### src/rtl/scd_defs.vh
/*
  Constants for the sample-clock conditioning block: register offsets,
  field positions, reset values, span codes and timing counts.
  Assumes inclusion by bare name from the design file only.
*/
`ifndef SCD_DEFS_VH
`define SCD_DEFS_VH

// Register offsets
`define SCD_OFS_SPAN        9'h018
`define SCD_OFS_SYNC        9'h100
`define SCD_OFS_DIV         9'h00b
// Sync control fields
`define SCD_SYNC_EN_BIT     1
`define SCD_SYNC_FIRST_BIT  2
// Divider register fields
`define SCD_DIV_LSB         0
`define SCD_DCR_EN_BIT      3
// Reset values
`define SCD_SPAN_RST        8'he0
`define SCD_SYNC_RST        8'h00
`define SCD_DIV_RST         8'h00
// Span codes
`define SCD_SPAN_1V00       8'hc0
`define SCD_SPAN_1V14       8'hc8
`define SCD_SPAN_1V33       8'hd0
`define SCD_SPAN_1V60       8'hd8
`define SCD_SPAN_2V00       8'he0
// Timing
`define SCD_CLK_MHZ         20
`define SCD_DCR_MIN_MHZ     20
`define SCD_RELOCK_MAX_NS   5000
`define SCD_CLK_PERIOD_NS   50

`endif
### src/rtl/scd_clock_sync.v
/*
  Sample-clock divider with sync realignment, duty-cycle restorer
  and register-selected input span; reference mode from sense pin.
  Assumes clk is the sample clock and a simple register write/read port.
  The sync and sense pins arrive from outside the clock domain and are
  filtered by three flops here; register signals are already on clk.
  The restored clock is a registered image of the conditioned clock,
  so its edges land on input clock edges only.
*/
`timescale 1ns/1ps
`include "scd_defs.vh"

// Notes on behaviour
// - The sample clock is divided by any whole ratio from one to eight.
// - Sync control bits 1 and 2 choose realign on every pulse or first only.
// - An accepted sync pulse returns the divider to its initial state.
// - The restorer keeps the rising edge and makes a half-period high time.
// - The restorer output is flagged unusable below twenty megahertz.
// - The span register selects 1.0, 1.14, 1.33, 1.6 or 2.0 V spans.
// - Sense at ground selects internal reference, at supply an external one.
// - Sampling is on the conditioned clock rising edge, kept by both paths.
module scd_clock_sync #(
  parameter RELOCK_CYC = (`SCD_RELOCK_MAX_NS / `SCD_CLK_PERIOD_NS)
) (
  input  wire       clk,
  input  wire       reset_n,
  input  wire       reg_wr,
  input  wire [8:0] reg_addr,
  input  wire [7:0] reg_wdata,
  output reg  [7:0] reg_rdata_q,
  input  wire       sync_in,
  input  wire       sense_at_supply,
  output reg        samp_en_q,
  output reg        restored_clk_q,
  output reg        restorer_valid_q,
  output reg        ext_ref_sel_q,
  output reg  [2:0] span_code_q
);

  // Register storage
  reg [7:0] span_q;
  reg [7:0] sync_ctl_q;
  reg [7:0] div_q;
  reg       sync_armed_q;
  // Input synchronisers
  reg [2:0] sync_pipe_q;
  reg [2:0] sense_pipe_q;
  reg       sync_lvl_q;
  reg       sense_lvl_q;
  // Divider
  reg [2:0] cnt_q;
  reg [2:0] half_q;
  reg [15:0] lock_q;

  wire [2:0] ratio_m1  = div_q[`SCD_DIV_LSB+2:`SCD_DIV_LSB];
  wire       dcr_en    = div_q[`SCD_DCR_EN_BIT];
  wire       sync_rise = sync_pipe_q[1] & sync_pipe_q[2] & ~sync_lvl_q;
  wire       sync_every = sync_ctl_q[`SCD_SYNC_EN_BIT];
  wire       sync_first = sync_ctl_q[`SCD_SYNC_FIRST_BIT];
  // Accepted pulse under selected mode
  wire       sync_take = sync_rise & (sync_every | (sync_first & sync_armed_q));
  wire       wr_sync   = reg_wr & (reg_addr == `SCD_OFS_SYNC);

  // Map span code to a three-bit index
  function [2:0] span_idx;
    input [7:0] code;
    begin
      case (code)
        `SCD_SPAN_1V00: span_idx = 3'h0;
        `SCD_SPAN_1V14: span_idx = 3'h1;
        `SCD_SPAN_1V33: span_idx = 3'h2;
        `SCD_SPAN_1V60: span_idx = 3'h3;
        default:        span_idx = 3'h4;
      endcase
    end
  endfunction

  // Whole division ratio from the stored ratio-minus-one field
  function [3:0] div_len;
    input [2:0] m1;
    begin
      div_len = {1'b0, m1} + 4'h1;
    end
  endfunction

  // High time of the restored clock, half the ratio rounded down
  function [3:0] high_len;
    input [2:0] m1;
    begin
      high_len = div_len(m1) >> 1;
    end
  endfunction

  // Register address decode shared by the span and divider write strobes
  function addr_hit;
    input [8:0] addr;
    input [8:0] ofs;
    begin
      addr_hit = (addr == ofs);
    end
  endfunction

  // Write strobes per register
  wire       wr_span = reg_wr & addr_hit(reg_addr, `SCD_OFS_SPAN);
  wire       wr_div  = reg_wr & addr_hit(reg_addr, `SCD_OFS_DIV);
  // Restored high span for the programmed ratio; four bits hold ratio eight
  wire [3:0] high_n  = high_len(ratio_m1);

  // Register writes
  always @(posedge clk) begin
    if (!reset_n) begin
      span_q     <= `SCD_SPAN_RST;
      sync_ctl_q <= `SCD_SYNC_RST;
      div_q      <= `SCD_DIV_RST;
    end else if (reg_wr) begin
      if (wr_span)
        span_q <= reg_wdata;
      if (wr_sync)
        sync_ctl_q <= reg_wdata;
      if (wr_div)
        div_q <= reg_wdata;
    end
  end

  // First-pulse arming; a write re-arms, acceptance disarms
  always @(posedge clk) begin
    if (!reset_n)
      sync_armed_q <= 1'b0;
    else if (wr_sync)
      sync_armed_q <= 1'b1;
    else if (sync_take)
      sync_armed_q <= 1'b0;
  end

  // Read mux
  always @(posedge clk) begin
    if (!reset_n)
      reg_rdata_q <= 8'h00;
    else begin
      case (reg_addr)
        `SCD_OFS_SPAN: reg_rdata_q <= span_q;
        `SCD_OFS_SYNC: reg_rdata_q <= sync_ctl_q;
        `SCD_OFS_DIV:  reg_rdata_q <= {restorer_valid_q, ext_ref_sel_q, 2'h0, div_q[3:0]};
        default:       reg_rdata_q <= 8'h00;
      endcase
    end
  end

  // Pin synchronisers, change counts when stages two and three agree
  // Stage one feeds only stage two, so a metastable first stage never leaks
  always @(posedge clk) begin
    if (!reset_n) begin
      sync_pipe_q  <= 3'h0;
      sense_pipe_q <= 3'h0;
      sync_lvl_q   <= 1'b0;
      sense_lvl_q  <= 1'b0;
    end else begin
      sync_pipe_q  <= {sync_pipe_q[1:0], sync_in};
      sense_pipe_q <= {sense_pipe_q[1:0], sense_at_supply};
      if (sync_pipe_q[1] == sync_pipe_q[2])
        sync_lvl_q <= sync_pipe_q[2];
      if (sense_pipe_q[1] == sense_pipe_q[2])
        sense_lvl_q <= sense_pipe_q[2];
    end
  end

  // Divider: one sample enable every ratio_m1+1 edges
  always @(posedge clk) begin
    if (!reset_n) begin
      cnt_q     <= 3'h0;
      samp_en_q <= 1'b0;
    end else if (sync_take) begin
      cnt_q     <= 3'h0;
      samp_en_q <= 1'b0;
    end else begin
      samp_en_q <= (cnt_q == 3'h0);
      cnt_q     <= (cnt_q == ratio_m1) ? 3'h0 : cnt_q + 3'h1;
    end
  end

  // Restored clock: high from the sample edge for half the period with the restorer on, one cycle with it off
  always @(posedge clk) begin
    if (!reset_n) begin
      half_q         <= 3'h0;
      restored_clk_q <= 1'b0;
    end else if (!dcr_en) begin
      half_q         <= 3'h0;
      restored_clk_q <= (cnt_q == 3'h0) & ~sync_take;
    end else if ((cnt_q == 3'h0) && !sync_take) begin
      half_q         <= 3'h0;
      restored_clk_q <= 1'b1;
    end else begin
      // Compare in four bits so a ratio of eight keeps four high cycles
      half_q         <= half_q + 3'h1;
      restored_clk_q <= restored_clk_q & (({1'b0, half_q} + 4'h1) < high_n);
    end
  end

  // Relock wait and low-rate qualification of the restorer
  always @(posedge clk) begin
    // A divider write restarts the wait, as the sample rate may have moved
    if (!reset_n || !dcr_en || wr_div)
      lock_q <= 16'h0000;
    else if (lock_q != RELOCK_CYC[15:0])
      lock_q <= lock_q + 16'h0001;
  end

  always @(posedge clk) begin
    if (!reset_n) begin
      restorer_valid_q <= 1'b0;
      ext_ref_sel_q    <= 1'b0;
      span_code_q      <= 3'h4;
    end else begin
      restorer_valid_q <= dcr_en && (lock_q == RELOCK_CYC[15:0]) &&
                          (`SCD_CLK_MHZ >= `SCD_DCR_MIN_MHZ);
      ext_ref_sel_q    <= sense_lvl_q;
      span_code_q      <= span_idx(span_q);
    end
  end

endmodule

### config.mk
export PLATFORM = sky130hd
export DESIGN_NAME = scd_clock_sync
export DESIGN_NICKNAME = d
export VERILOG_FILES = /design/src/rtl/scd_clock_sync.v
export VERILOG_INCLUDE_DIRS = /design/src /design/src/rtl
export SDC_FILE = /design/constraint.sdc
export NUM_CORES = 1
export LEC_CHECK = 0
export ABC_AREA = 0
export ABC_CLOCK_PERIOD_IN_PS = 1450
export BUFFER_PORTS_ARGS = -buffer_cell sky130_fd_sc_hd__buf_2
export CAP_MARGIN = 0
export CORE_MARGIN = 3
export CORE_UTILIZATION = 50
export DETAILED_ROUTE_END_ITERATION = 7
export GPL_ROUTABILITY_DRIVEN = 0
export PLACE_DENSITY = 0.81
export SKIP_LAST_GASP = 1
export SYNTH_ARGS = -nofsm -noshare
export SYNTH_HDL_FRONTEND = slang
export SYNTH_SLANG_ARGS = --single-unit
### constraint.sdc
create_clock -name clk -period 1.45 [get_ports clk]
set_clock_uncertainty 0.05 [all_clocks]
set_input_delay 0.29 -clock clk [delete_from_list [all_inputs] [get_ports clk]]
set_output_delay 0.29 -clock clk [all_outputs]
set_load 0.03 [all_outputs]
==> results.txt, run 1 <==
- Outcome: finished with violations
* Failing checks: negative setup slack
- Count of placed standard cells in the final layout, fillers left out: 450
- Via count of the first global-routing pass: 2,454
- Maximum net fanout on the critical path: 2
- Final Hold Slack: 0.1027 ns
- The endpoint identified for the worst register-to-register timing path is restored_clk_q$_SDFF_PN0_.
* Residual overflow from global routing: 0
- Final net count: 406
- Worst-case headroom to the max-slew limit: 74.22%
* Number of instances in the placed design: 434
* Number of antenna cells inserted: 0
* Data required, critical path: 1.64 ns
- Class of the worst hold path: in -> reg
- In the layout the commonest cells are 60 x sky130_fd_sc_hd__dfxtp_1, 36 x sky130_fd_sc_hd__buf_2, 36 x sky130_fd_sc_hd__buf_4.
- Number of clock buffers inserted by TritonCTS: 9
- Total standard cell area after synthesis: 0.002808 mm^2
- Root Buffer Master: sky130_fd_sc_hd__clkbuf_8
- Detail Route Antenna Nets: 0
- The share of synthesized area in the top cell type comes to 47.06%.
- For hold timing, the worst endpoint is sense_pipe_q[0]$_SDFF_PN0_.
- Total Routing Usage GR: 22.06%
- The first detailed-routing pass ran for 5 iterations.
- Average via count per standard cell: 5.467
* Starting utilization of the core area: 53.28%
- Crit path setup slack, layout: -0.05520 ns
- Hold Path Cell Cnt: 2
- Clock sink count: 66
- The worst setup path is of the reg -> reg kind.
- In this run the power density over the cells is 1054 mW/mm^2.
- Floorplan die width: 80.94 um
* Hold wc startpoint: sense_at_supply
- Transition time at the pin with the least slew margin: 0.3867 ns
- The post-route netlist has 32.89% of its cells at a drive strength greater than 1.
* Synth Area per Inst: 9.328 um^2
* Via Count: 2,460
* Number of violations reported at the end of detailed-routing iteration 0: 161
- Setup repair after global routing could not meet its margin everywhere.
- Number of setup buffers added after CTS: 0
* Area used by multi-input combinational logic: 0.001494 mm^2
- Post-synth EDFFs: 0
- The final hold violation count is 0.
- The HPWL after detailed placement is 4.587 mm.
- Die height: 80.94 um
* Most used DFF post-synth: sky130_fd_sc_hd__dfxtp_1
- Total number of yosys warnings: 0
- Setup violations remaining at the end of the flow were counted as 1.
- Final clock period utilization by the worst path: 103.8%
- TritonCTS built the clock tree.
- The tool flagged a number of max-cap violations equal to 0.
- Net count after synthesis: 332
- The worst register-to-register path has a depth of 6.
- Placed cell area: 0.003323 mm^2
- Wire length of the first global-routing pass: 11.14 mm
* Wire length reported by the detailed router: 6.643 mm
* Cell types with the largest area share after synthesis: sky130_fd_sc_hd__dfxtp_1 47%, sky130_fd_sc_hd__nand3_1 5.0%, sky130_fd_sc_hd__nand2_1 4.5%
- Flop2flop setup slack: -0.06 ns
* Total count of max-transition violations in the final report: 0
- Max rail drop VDD: 776.5 uV
- Register clock-pin slew on the reported worst setup and hold paths: 0.07 ns
- STA classifies the critical path endpoint as a flip-flop.
- After routing the design area is 0.003685 mm^2.
- Post-placement setup slack: -0.1279 ns
- Post-synthesis async set-or-reset flop share: 0%
* Count of port buffers added during placement: 36
- Timing would allow up to 664.4 MHz.
- Commonest non-fill, non-tap cell in the layout: sky130_fd_sc_hd__dfxtp_1
- Data on the critical path arrives at its endpoint at 1.69 ns.
* Drt wl/cell: 14.76 um
- Cell Rows: 26
- Kind of start point of the critical path: flip-flop
* DIE AREA: 0.006550 mm^2
- Origin of the critical flop-to-flop path: div_q[0]$_SDFFE_PN0P_
- Latest clock arrival within the worst-skew pair: 0.34 ns
- The initial antenna violation count came to 0.
- Counting distinct cell types in the post-synthesis netlist gives 47.
- Flip-flop and latch count after synthesis: 66
- Sequential element share of the synthesized area: 47.06%
- In this run the number of H-tree levels came out at 3.
- In this run the static leakage power is 0.001475 uW.
* Total area of sequential cells: 0.001331 mm^2
- After technology mapping, the gate count stands at 301.
* Layout Utilization: 69.92%
* # fillers: 418
- Residual DRC: 0
- sky130_fd_sc_hd__dfxtp_1 takes more of the synthesized area than any other cell.
- Layout overhead on the synthesized area: 31.24%
* Standard cell core area: 0.005270 mm^2
- Maximum number of buffers from clock root to sink: 2
- For the finished layout, the period the worst path requires is 1.505 ns.
- Pin placement for this block handled 37 I/O pins.
- Entering global routing, the biggest net connects 43 pins.
## metal layers
| metal | global-route usage (%) | vias up | routed length [um] |
|---|---|---|---|
| li1 | - | 1209 | - |
| met1 | 25.96 | 1158 | 2796 |
| met2 | 38.75 | 81 | 3376 |
| met3 | 4.213 | 12 | 341 |
| met4 | 9.797 | 0 | 130 |
| met5 | 0 | - | 0 |
## cell families after synthesis
| kind of cell | share of synthesized area, % |
|---|---|
| AND/OR/NAND/NOR | 28.43 |
| flip-flops | 47.06 |
| AO/OA/AOI/OAI | 10.38 |
| buffers and inverters | 3.476 |
| XOR/XNOR | 5.927 |
| adder cells (fa/ha/maj) | 4.011 |
| multiplexers | 0.7130 |
## critical path, stage by stage (launching register included)
cell	delay, ns
sky130_fd_sc_hd__dfxtp_2	0.34
sky130_fd_sc_hd__ha_4	0.16
sky130_fd_sc_hd__xnor2_2	0.13
sky130_fd_sc_hd__ha_1	0.28
sky130_fd_sc_hd__a21boi_2	0.15
sky130_fd_sc_hd__o21ai_1	0.07
sky130_fd_sc_hd__a31o_2	0.22
## power by group
part | switching, uW | internal (uW) | total [uW]
logic | 73.2 | 55.1 | 128
clock network | 692 | 1240 | 1930
registers | 3.87 | 1820 | 1820
## state kept, by name, summed over array words and instances (netlist names), 3 cells and up
| name | count |
|---|---|
| cnt_q | 3 |
| div_q | 4 |
| half_q | 3 |
| lock_q | 16 |
| reg_rdata_q | 8 |
| sense_pipe_q | 3 |
| span_code_q | 3 |
| span_q | 8 |
| sync_ctl_q | 8 |
| sync_pipe_q | 3 |
## cell usage after synthesis (3+ instances only)
master / instances
sky130_fd_sc_hd__nand4_1: 8
sky130_fd_sc_hd__nor2b_1: 3
sky130_fd_sc_hd__a21oi_1: 7
sky130_fd_sc_hd__a22oi_1: 4
sky130_fd_sc_hd__o21ai_1: 8
sky130_fd_sc_hd__o21ai_0: 3
sky130_fd_sc_hd__a21boi_1: 9
sky130_fd_sc_hd__xor2_1: 7
sky130_fd_sc_hd__clkbuf_1: 5
sky130_fd_sc_hd__nor3_1: 6
sky130_fd_sc_hd__nor2_1: 27
sky130_fd_sc_hd__buf_2: 3
sky130_fd_sc_hd__nand3_1: 28
sky130_fd_sc_hd__xnor2_1: 12
sky130_fd_sc_hd__and3_1: 3
sky130_fd_sc_hd__dfxtp_1: 66
sky130_fd_sc_hd__nor4_2: 4
sky130_fd_sc_hd__ha_1: 9
sky130_fd_sc_hd__and2_1: 9
sky130_fd_sc_hd__inv_1: 10
sky130_fd_sc_hd__nand2_1: 34
## worst max-delay path by stage
stage	to	cells past startpoint	startpoint	slack, ns
finish	restored_clk_q$_SDFF_PN0_	6	div_q[0]$_SDFFE_PN0P_	-0.06
global route	lock_q[14]$_SDFFE_PP0P_	5	lock_q[0]$_SDFFE_PP0P_	-0.10
CTS	restored_clk_q$_SDFF_PN0_	6	div_q[0]$_SDFFE_PN0P_	-0.06
detailed placement	reg_rdata_q[2]$_SDFF_PN0_	5	reg_addr[3]	-0.13
global placement	reg_rdata_q[2]$_SDFF_PN0_	5	reg_addr[3]	-0.11
floorplan	restored_clk_q$_SDFF_PN0_	6	div_q[1]$_SDFFE_PN0P_	0.0002
## area by class of cell
type,count,share of cell area [%]
inverter,10,1.019
clock inverter,4,2.649
clock buffer,12,4.211
tap,70,2.377
timing repair buffer,74,13.07
sequential,66,36.13
multi-input combinational,214,40.54
## stage by stage
stage,power [uW],setup TNS [ns]
after floorplan,1925,0
after global placement,1990,-0.3564
after detailed placement,1993,-1.223
after CTS,3912,-0.1002
after global routing,3993,-0.4642
final,3883,-0.05520
## timing repair
| action | 4_1_cts | 5_1_grt |
|---|---|---|
| gates resized for setup | 10 | 15 |
| pin swaps | 8 | 12 |
| hold buffers | 0 | 0 |
| endpoints found under the setup margin | 10 | 17 |
(Power assumes the default switching activity.)
==> inputs of run 2 (changes only) <==
- CELL_PAD_IN_SITES_DETAIL_PLACEMENT: unset -> 0
- CELL_PAD_IN_SITES_GLOBAL_PLACEMENT: unset -> 1
- CORE_UTILIZATION: 50 -> 39
- PLACE_DENSITY: 0.81 -> 0.82
==> results.txt, run 2 (same netlist as run 1, synthesis figures left out) <==
- CP Capture Type: flip-flop
- Tracing the worst setup path back leads to its startpoint at div_q[1]$_SDFFE_PN0P_.
- Die height: 90.85 um (+12%)
* Latest clock arrival within the worst-skew pair: 0.33 ns (about the same)
- The proportion of layout cells with a drive suffix above 1 came to 32.98% (+0.090 points).
- The total number of placement rows is 30 (+15%).
- The wire length reported by the detailed router was 6.220 mm (-6.4%).
- Stages on the worst setup path: 6 (unchanged)
* Post-placement setup slack: -0.09743 ns (+0.03047 ns)
* Transition time at the pin with the least slew margin: 0.3711 ns (-0.01559 ns)
* Final setup viols: 1 (unchanged)
- Total Routing Usage GR: 15.76% (-6.3 points)
- The fill cell instance count of the final layout was 629 (+50%).
* Number of flip-flops in the largest register: 16 (unchanged)
- Outcome: finished with violations
- R2r worst-path depth: 6 (unchanged)
- The clock transition at the registers of the reported paths was 0.07 ns (about the same).
* Area used by multi-input combinational logic: 0.001493 mm^2 (about the same)
* Clock network power share: 47.3% (-2.4 points)
- The final hold violation count was 0 (unchanged).
* Count of buffering cells on the critical path with inverters included: 0 (unchanged)
- H-tree depth: 3 (unchanged)
- Cell breakdown of the critical path: ha_4 -> xnor2_2 -> ha_1 -> a21boi_2 -> o21ai_1 -> a31o_2
* Category of the most critical setup path: reg -> reg
- The final clock period utilization by the worst path was 102.1% (-1.7 points).
- Residual DRC: 0 (unchanged)
* Floorplan die width: 90.85 um (+12%)
* Data required, critical path: 1.63 ns (about the same)
- More flip-flops sit in one register than any other, and that register is lock_q.
* Number of violations reported at the end of detailed-routing iteration 0: 92 (-43%)
- Number of instances in the placed design: 464 (+6.9%)
- DIE AREA: 0.008254 mm^2 (+26%)
* Total count of max-transition violations in the final report: 0 (unchanged)
* CTS tree: done
* R2R Path End: restored_clk_q$_SDFF_PN0_
- The buffer count from post-CTS setup fixing is 0 (unchanged).
* Largest net degree at the start of global routing: 43 (unchanged)
- The number of top-level pins is 37 (unchanged).
- The static leakage is 0.001497 uW (+1.5%).
- Root Buffer Master: sky130_fd_sc_hd__clkbuf_8
- The top achievable clock speed came to 675.4 MHz (+1.7%).
- The final net count is 410 (+0.99%).
- In this run the worst setup path terminates at restored_clk_q$_SDFF_PN0_.
- The switching fraction of total power was 18.95% (-0.87 points).
- The core region area is 0.006869 mm^2 (+30%).
- Crit path setup slack, layout: -0.03060 ns (+0.02460 ns)
* Detail Route Antenna Nets: 0 (unchanged)
* Worst Path Arrival: 1.66 ns (-0.03 ns)
* Iteration count of the initial detailed-routing pass: 4 (-1)
- The total congestion overflow came to 0 (unchanged).
- Max rail drop VDD: 629.6 uV (-19%)
* Sequential cell fraction of total power: 49.2% (+2.2 points)
- The CTS buffer count was 9 (unchanged).
* Count of port buffers added during placement: 36 (unchanged)
* NetSw: 701.9 uW (-8.8%)
- The portion of total power attributed to combinational logic was 3.5% (+0.2 points).
- The relative max-transition margin came to 75.26% (+1.0 points).
* Maximum net fanout on the critical path: 2 (unchanged)
* Via Count: 2,383 (-3.1%)
- The internal power consumption was 3002 uW (-3.6%).
- Layout overhead on the synthesized area: 32.75%
- Count of placed standard cells in the final layout, fillers left out: 478 (+6.2%)
- Final critical-path required period: 1.481 ns (-0.02460 ns)
- Wire length of the first global-routing pass: 10.56 mm (-5.1%)
- Setup repair after global routing missed its margin: true
- The checks that failed: negative setup slack.
* Highest-count cells in the layout ignoring fill and taps: 59 x sky130_fd_sc_hd__dfxtp_1, 40 x sky130_fd_sc_hd__buf_4, 36 x sky130_fd_sc_hd__buf_2
- Origin of the critical flop-to-flop path: div_q[1]$_SDFFE_PN0P_
- Class of the worst hold path: in -> reg
- Number of antenna cells inserted: 0 (unchanged)
* Power density over cell area: 993.7 mW/mm^2 (-5.7%)
- The total power of the final layout came to 3704 uW (-4.6%).
- The number of global-route vias before repair is 2,306 (-6.0%).
- Starting utilization of the core area: 40.87% (-12 points)
- Number of antenna violations at the first check in global routing: 0 (unchanged)
* Slowest cell delay on critical path: 0.34 ns (about the same)
- Hold-fix buffer count after cts: 0 (unchanged)
- The combined flip-flop and latch cell area came to 0.001335 mm^2 (+0.28%).
* Commonest non-fill, non-tap cell in the layout: sky130_fd_sc_hd__dfxtp_1
- The setup slack of the most critical reg-to-reg path was -0.03 ns (+0.02 ns).
- The placed wire-length estimate after detailed placement was 4.430 mm (-3.4%).
- Family with the most delay on the worst path: adder cells
- The clock sink count came to 66 (unchanged).
- The slowest stage of the critical path belongs to the cell sky130_fd_sc_hd__dfxtp_2.
- Average via count per standard cell: 4.985 (-8.8%)
- The worst setup path is launched from a flip-flop.
* Drt wl/cell: 13.01 um (-12%)
- Number of max-cap violations: 0 (unchanged)
- The maximum count of clock buffers along a single path was 2 (unchanged).
[run 2: worst min path at each step]
stage / startpoint / endpoint / slack [ns] / cells past startpoint
finish: sense_at_supply / sense_pipe_q[0]$_SDFF_PN0_ / 0.12 / 2
global route: sense_at_supply / sense_pipe_q[0]$_SDFF_PN0_ / 0.12 / 2
CTS: sense_at_supply / sense_pipe_q[0]$_SDFF_PN0_ / 0.10 / 2
detailed placement: sense_pipe_q[0]$_SDFF_PN0_ / sense_pipe_q[1]$_SDFF_PN0_ / 0.37 / 1
global placement: sense_pipe_q[0]$_SDFF_PN0_ / sense_pipe_q[1]$_SDFF_PN0_ / 0.37 / 1
floorplan: sense_pipe_q[0]$_SDFF_PN0_ / sense_pipe_q[1]$_SDFF_PN0_ / 0.36 / 1
[run 2: metrics by stage]
stage	hold WS (ns)	utilization, %	instance area, um^2	TNS, ns
after floorplan	0.3619	-	2818	0
after global placement	0.3664	49.47	3398	-0.5870
after detailed placement	0.3677	49.47	3398	-1.214
after CTS	0.1024	53.19	3654	-0.04877
after global routing	0.1163	54.26	3727	-0.1786
final	0.1233	54.26	3727	-0.03060
[run 2: layer usage]
| metal | routed length [um] | GRT usage [%] | vias up |
|---|---|---|---|
| li1 | - | - | 1208 |
| met1 | 2866 | 20.08 | 1121 |
| met2 | 3036 | 25.82 | 52 |
| met3 | 282 | 4.500 | 2 |
| met4 | 34 | 4.899 | 0 |
| met5 | 0 | 0 | - |
[run 2: layout make-up]
cell class                 instances  share of cell area, %
sequential                        66                  35.82
multi-input combinational        214                  40.05
tap                               96                  3.223
inverter                          10                  1.007
clock inverter                     3                  2.417
timing repair buffer              78                  13.96
clock buffer                      11                  3.525
[run 2: power groups by stage]
stage | Combinational [uW] | Clock (uW) | Sequential (uW)
after floorplan | 51.7 | 0 | 1870
after global placement | 127 | 0 | 1870
after detailed placement | 128 | 0 | 1870
after CTS | 129 | 1810 | 1830
after global routing | 142 | 1890 | 1820
final | 128 | 1750 | 1820
[run 2: repair_timing]
action | 4_1_cts | 5_1_grt
endpoints found under the setup margin | 2 | 16
cloned | 0 | 0
gates resized for setup | 5 | 18
pin swaps | 5 | 12
[run 2: worst reg2reg max path, delay by kind of cell (launching register included)]
kind | cells | cell delay (ns)
XOR/XNOR | 1 | 0.12
AO/OA/AOI/OAI | 3 | 0.44
adder cells (fa/ha/maj) | 2 | 0.44
flip-flops | 1 | 0.34
==> inputs of run 3 (changes only) <==
- ABC_CLOCK_PERIOD_IN_PS: 1450 -> 1200
- CORE_ASPECT_RATIO: unset -> 0.6
- CORE_UTILIZATION: 39 -> 36
- PLACE_DENSITY: 0.82 -> 0.77
- clock period: 1.45 -> 1.2 ns (I/O delays scaled with it)
==> results.txt, run 3 (same netlist as run 1, synthesis figures left out) <==
* Latest clock arrival within the worst-skew pair: 0.33 ns (about the same)
- Wire length reported by the detailed router: 8.034 mm (+29%)
- Area used by multi-input combinational logic: 0.001752 mm^2 (+17%)
* Final critical-path required period: 1.491 ns (+0.01044 ns)
- The proportion of layout cells with a drive suffix above 1 came to 48.67% (+16 points).
- Setup repair after global routing missed its margin: true
- Leakage Power: 0.001844 uW (+23%)
* Class of the worst hold path: in -> reg
- The count of hold-fix buffers inserted at cts is 0 (unchanged).
* Transition time at the pin with the least slew margin: 0.3493 ns (-0.02173 ns)
* Detail Route Antenna Nets: 0 (unchanged)
- The top achievable clock speed is 670.7 MHz (-0.70%).
- Worst-case headroom to the max-slew limit: 76.71% (+1.4 points)
- The wire length of the first global-routing pass is 12.85 mm (+22%).
- Crit path setup slack, layout: -0.2910 ns (-0.2604 ns)
* Cell breakdown of the critical path: ha_2 -> xnor2_1 -> ha_1 -> a21boi_2 -> o21ai_1 -> a31o_2
- The number of global-route vias before repair is 2,544 (+10%).
- The final clock period utilization by the worst path came to 124.3% (+22 points).
- The first-pass iteration count of the detailed router came to 5 (+1).
- Origin of the critical flop-to-flop path: div_q[1]$_SDFFE_PN0P_
* Number of clock buffers inserted by TritonCTS: 9 (unchanged)
- Category of the most critical setup path: reg -> reg
- Drt wl/cell: 15.54 um (+19%)
* Flop2flop setup slack: -0.29 ns (-0.26 ns)
- TritonCTS built the clock tree.
- The number of pins with negative max-slew slack in the final report is 0 (unchanged).
- The pin count of the biggest net entering global routing was 27 (-37%).
- Number of placed I/O pins: 37 (unchanged)
- Placed cell area: 0.003586 mm^2 (+5.5%)
* Post-placement setup slack: -0.3414 ns (-0.2440 ns)
- The combined flip-flop and latch cell area is 0.001356 mm^2 (+1.6%).
- The number of flip-flops under the largest register name came to 16 (unchanged).
- DIE AREA: 0.008929 mm^2 (+8.2%)
* CP Capture Type: flip-flop
- Final net count: 440 (+7.3%)
- Hold wc startpoint: sense_at_supply
- Residual overflow from global routing: 0 (unchanged)
* Floorplan die width: 120.0 um (+32%)
- The number of cells on the worst reg-to-reg path is 6 (unchanged).
* Max rail drop VDD: 838.5 uV (+33%)
* # fillers: 632 (+0.48%)
- Outcome: finished with violations
- The required time at the endpoint of the critical path came to 1.37 ns (-0.26 ns).
- Failing checks: negative setup slack
- Clock sink count: 66 (unchanged)
* Cell Rows: 24 (-20%)
- Via Count: 2,553 (+7.1%)
- Kind of start point of the critical path: flip-flop
- Highest-count cells in the layout ignoring fill and taps: 55 x sky130_fd_sc_hd__buf_4, 48 x sky130_fd_sc_hd__dfxtp_1, 30 x sky130_fd_sc_hd__buf_2
* Standard cell core area: 0.007417 mm^2 (+8.0%)
* Final setup viols: 29 (+28)
- The tree is rooted in a sky130_fd_sc_hd__clkbuf_16.
* Power density over cell area: 1118 mW/mm^2 (+12%)
- The antenna cell count is 0 (unchanged).
* Non-Filler Cell Area, Final: 0.004413 mm^2 (+18%)
- The placed wire-length estimate after detailed placement was 5.328 mm (+20%).
* Library cell contributing the largest single delay on the critical path: sky130_fd_sc_hd__dfxtp_2
* Number of antenna violations at the first check in global routing: 1 (+1)
* Largest register by flop count: lock_q
- The die height came to 74.41 um (-18%).
- Residual DRC: 0 (unchanged)
* Commonest non-fill, non-tap cell in the layout: sky130_fd_sc_hd__buf_4
- The maximum fanout along the worst path is 2 (unchanged).
- The max-cap violation count is 0 (unchanged).
- The critical path's largest stage delay is 0.32 ns (-0.02 ns).
- The H-tree level count was 3 (unchanged).
- Average via count per standard cell: 4.938 (-0.95%)
- WHS Endpoint: sense_pipe_q[0]$_SDFF_PN0_
- The hold path depth came to 2 (unchanged).
- Total Routing Usage GR: 18.79% (+3.0 points)
- Count of port buffers added during placement: 36 (unchanged)
- From synthesis to final layout, the design area changed by 57.17%.
- The violation count after the first detailed-routing iteration was 141 (+53%).
- Register clock-pin slew on the reported worst setup and hold paths: 0.05 ns (-0.02 ns)
- Maximum number of buffers from clock root to sink: 2 (unchanged)
* R2R Path End: restored_clk_q$_SDFF_PN0_
- Starting utilization of the core area: 37.85% (-3.0 points)
* Worst Path Arrival: 1.66 ns (about the same)
- The final hold violation count came to 0 (unchanged).
-- run 3: cell types whose count changed in the layout (fill, tap and decap cells not counted), sizes merged --
cell / before / now
buf: 78 / 108
clkbuf: 11 / 12
bufinv: 3 / 1
clkinv: 0 / 2
-- run 3: critical path: cells and delay by family (launching register included) --
kind            cells  cell delay [ns]
fa+ha+maj           2             0.45
compound gates      3             0.45
flops               1             0.32
xor+xnor            1             0.12
-- run 3: report_power, final --
part           total (uW)  internal, uW  switching [uW]
clock network        2550          1640             903
registers            2200          2200            4.92
logic                 184          83.0             101
-- run 3: worst max-delay path by stage --
stage	start	endpoint
floorplan	div_q[1]$_SDFFE_PN0P_	restored_clk_q$_SDFF_PN0_
global placement	reg_addr[3]	reg_rdata_q[2]$_SDFF_PN0_
detailed placement	reg_addr[3]	reg_rdata_q[2]$_SDFF_PN0_
CTS	div_q[1]$_SDFFE_PN0P_	restored_clk_q$_SDFF_PN0_
global route	div_q[1]$_SDFFE_PN0P_	restored_clk_q$_SDFF_PN0_
finish	div_q[1]$_SDFFE_PN0P_	restored_clk_q$_SDFF_PN0_
-- run 3: final cells by class --
type	count	share of cell area, %
multi-input combinational	214	39.69
timing repair buffer	108	19.22
inverter	10	0.9073
clock buffer	12	5.585
sequential	66	30.73
tap	104	2.949
clock inverter	3	0.9073
-- run 3: repair_timing --
action,in CTS,in global routing
endpoints found under the setup margin,29,43
resized for setup,46,43
pin swaps,41,35
gates cloned,0,0
setup buffers,10,12
-- run 3: layer usage --
metal  vias to the layer above  track usage (%)  part of all wire [%]
li1                       1277                -                     -
met1                      1205            26.22                    48
met2                        55            27.36                    44
met3                        14            6.383                   6.0
met4                         2            6.218                   1.5
met5                         -                0                 0.087
-- run 3: metrics by stage --
stage	total power [uW]	util [%]	hold slack [ns]	setup TNS (ns)	cells
2_1_floorplan	2325	-	0.3173	-1.561	301
3_3_place_gp	2412	48.35	0.3747	-10.79	481
3_5_place_dp	2416	48.35	0.3718	-11.55	481
4_1_cts	4987	55.80	0.05021	-3.495	506
5_1_grt	5117	59.50	0.06671	-5.477	517
6_report	4933	59.50	0.06355	-3.662	517
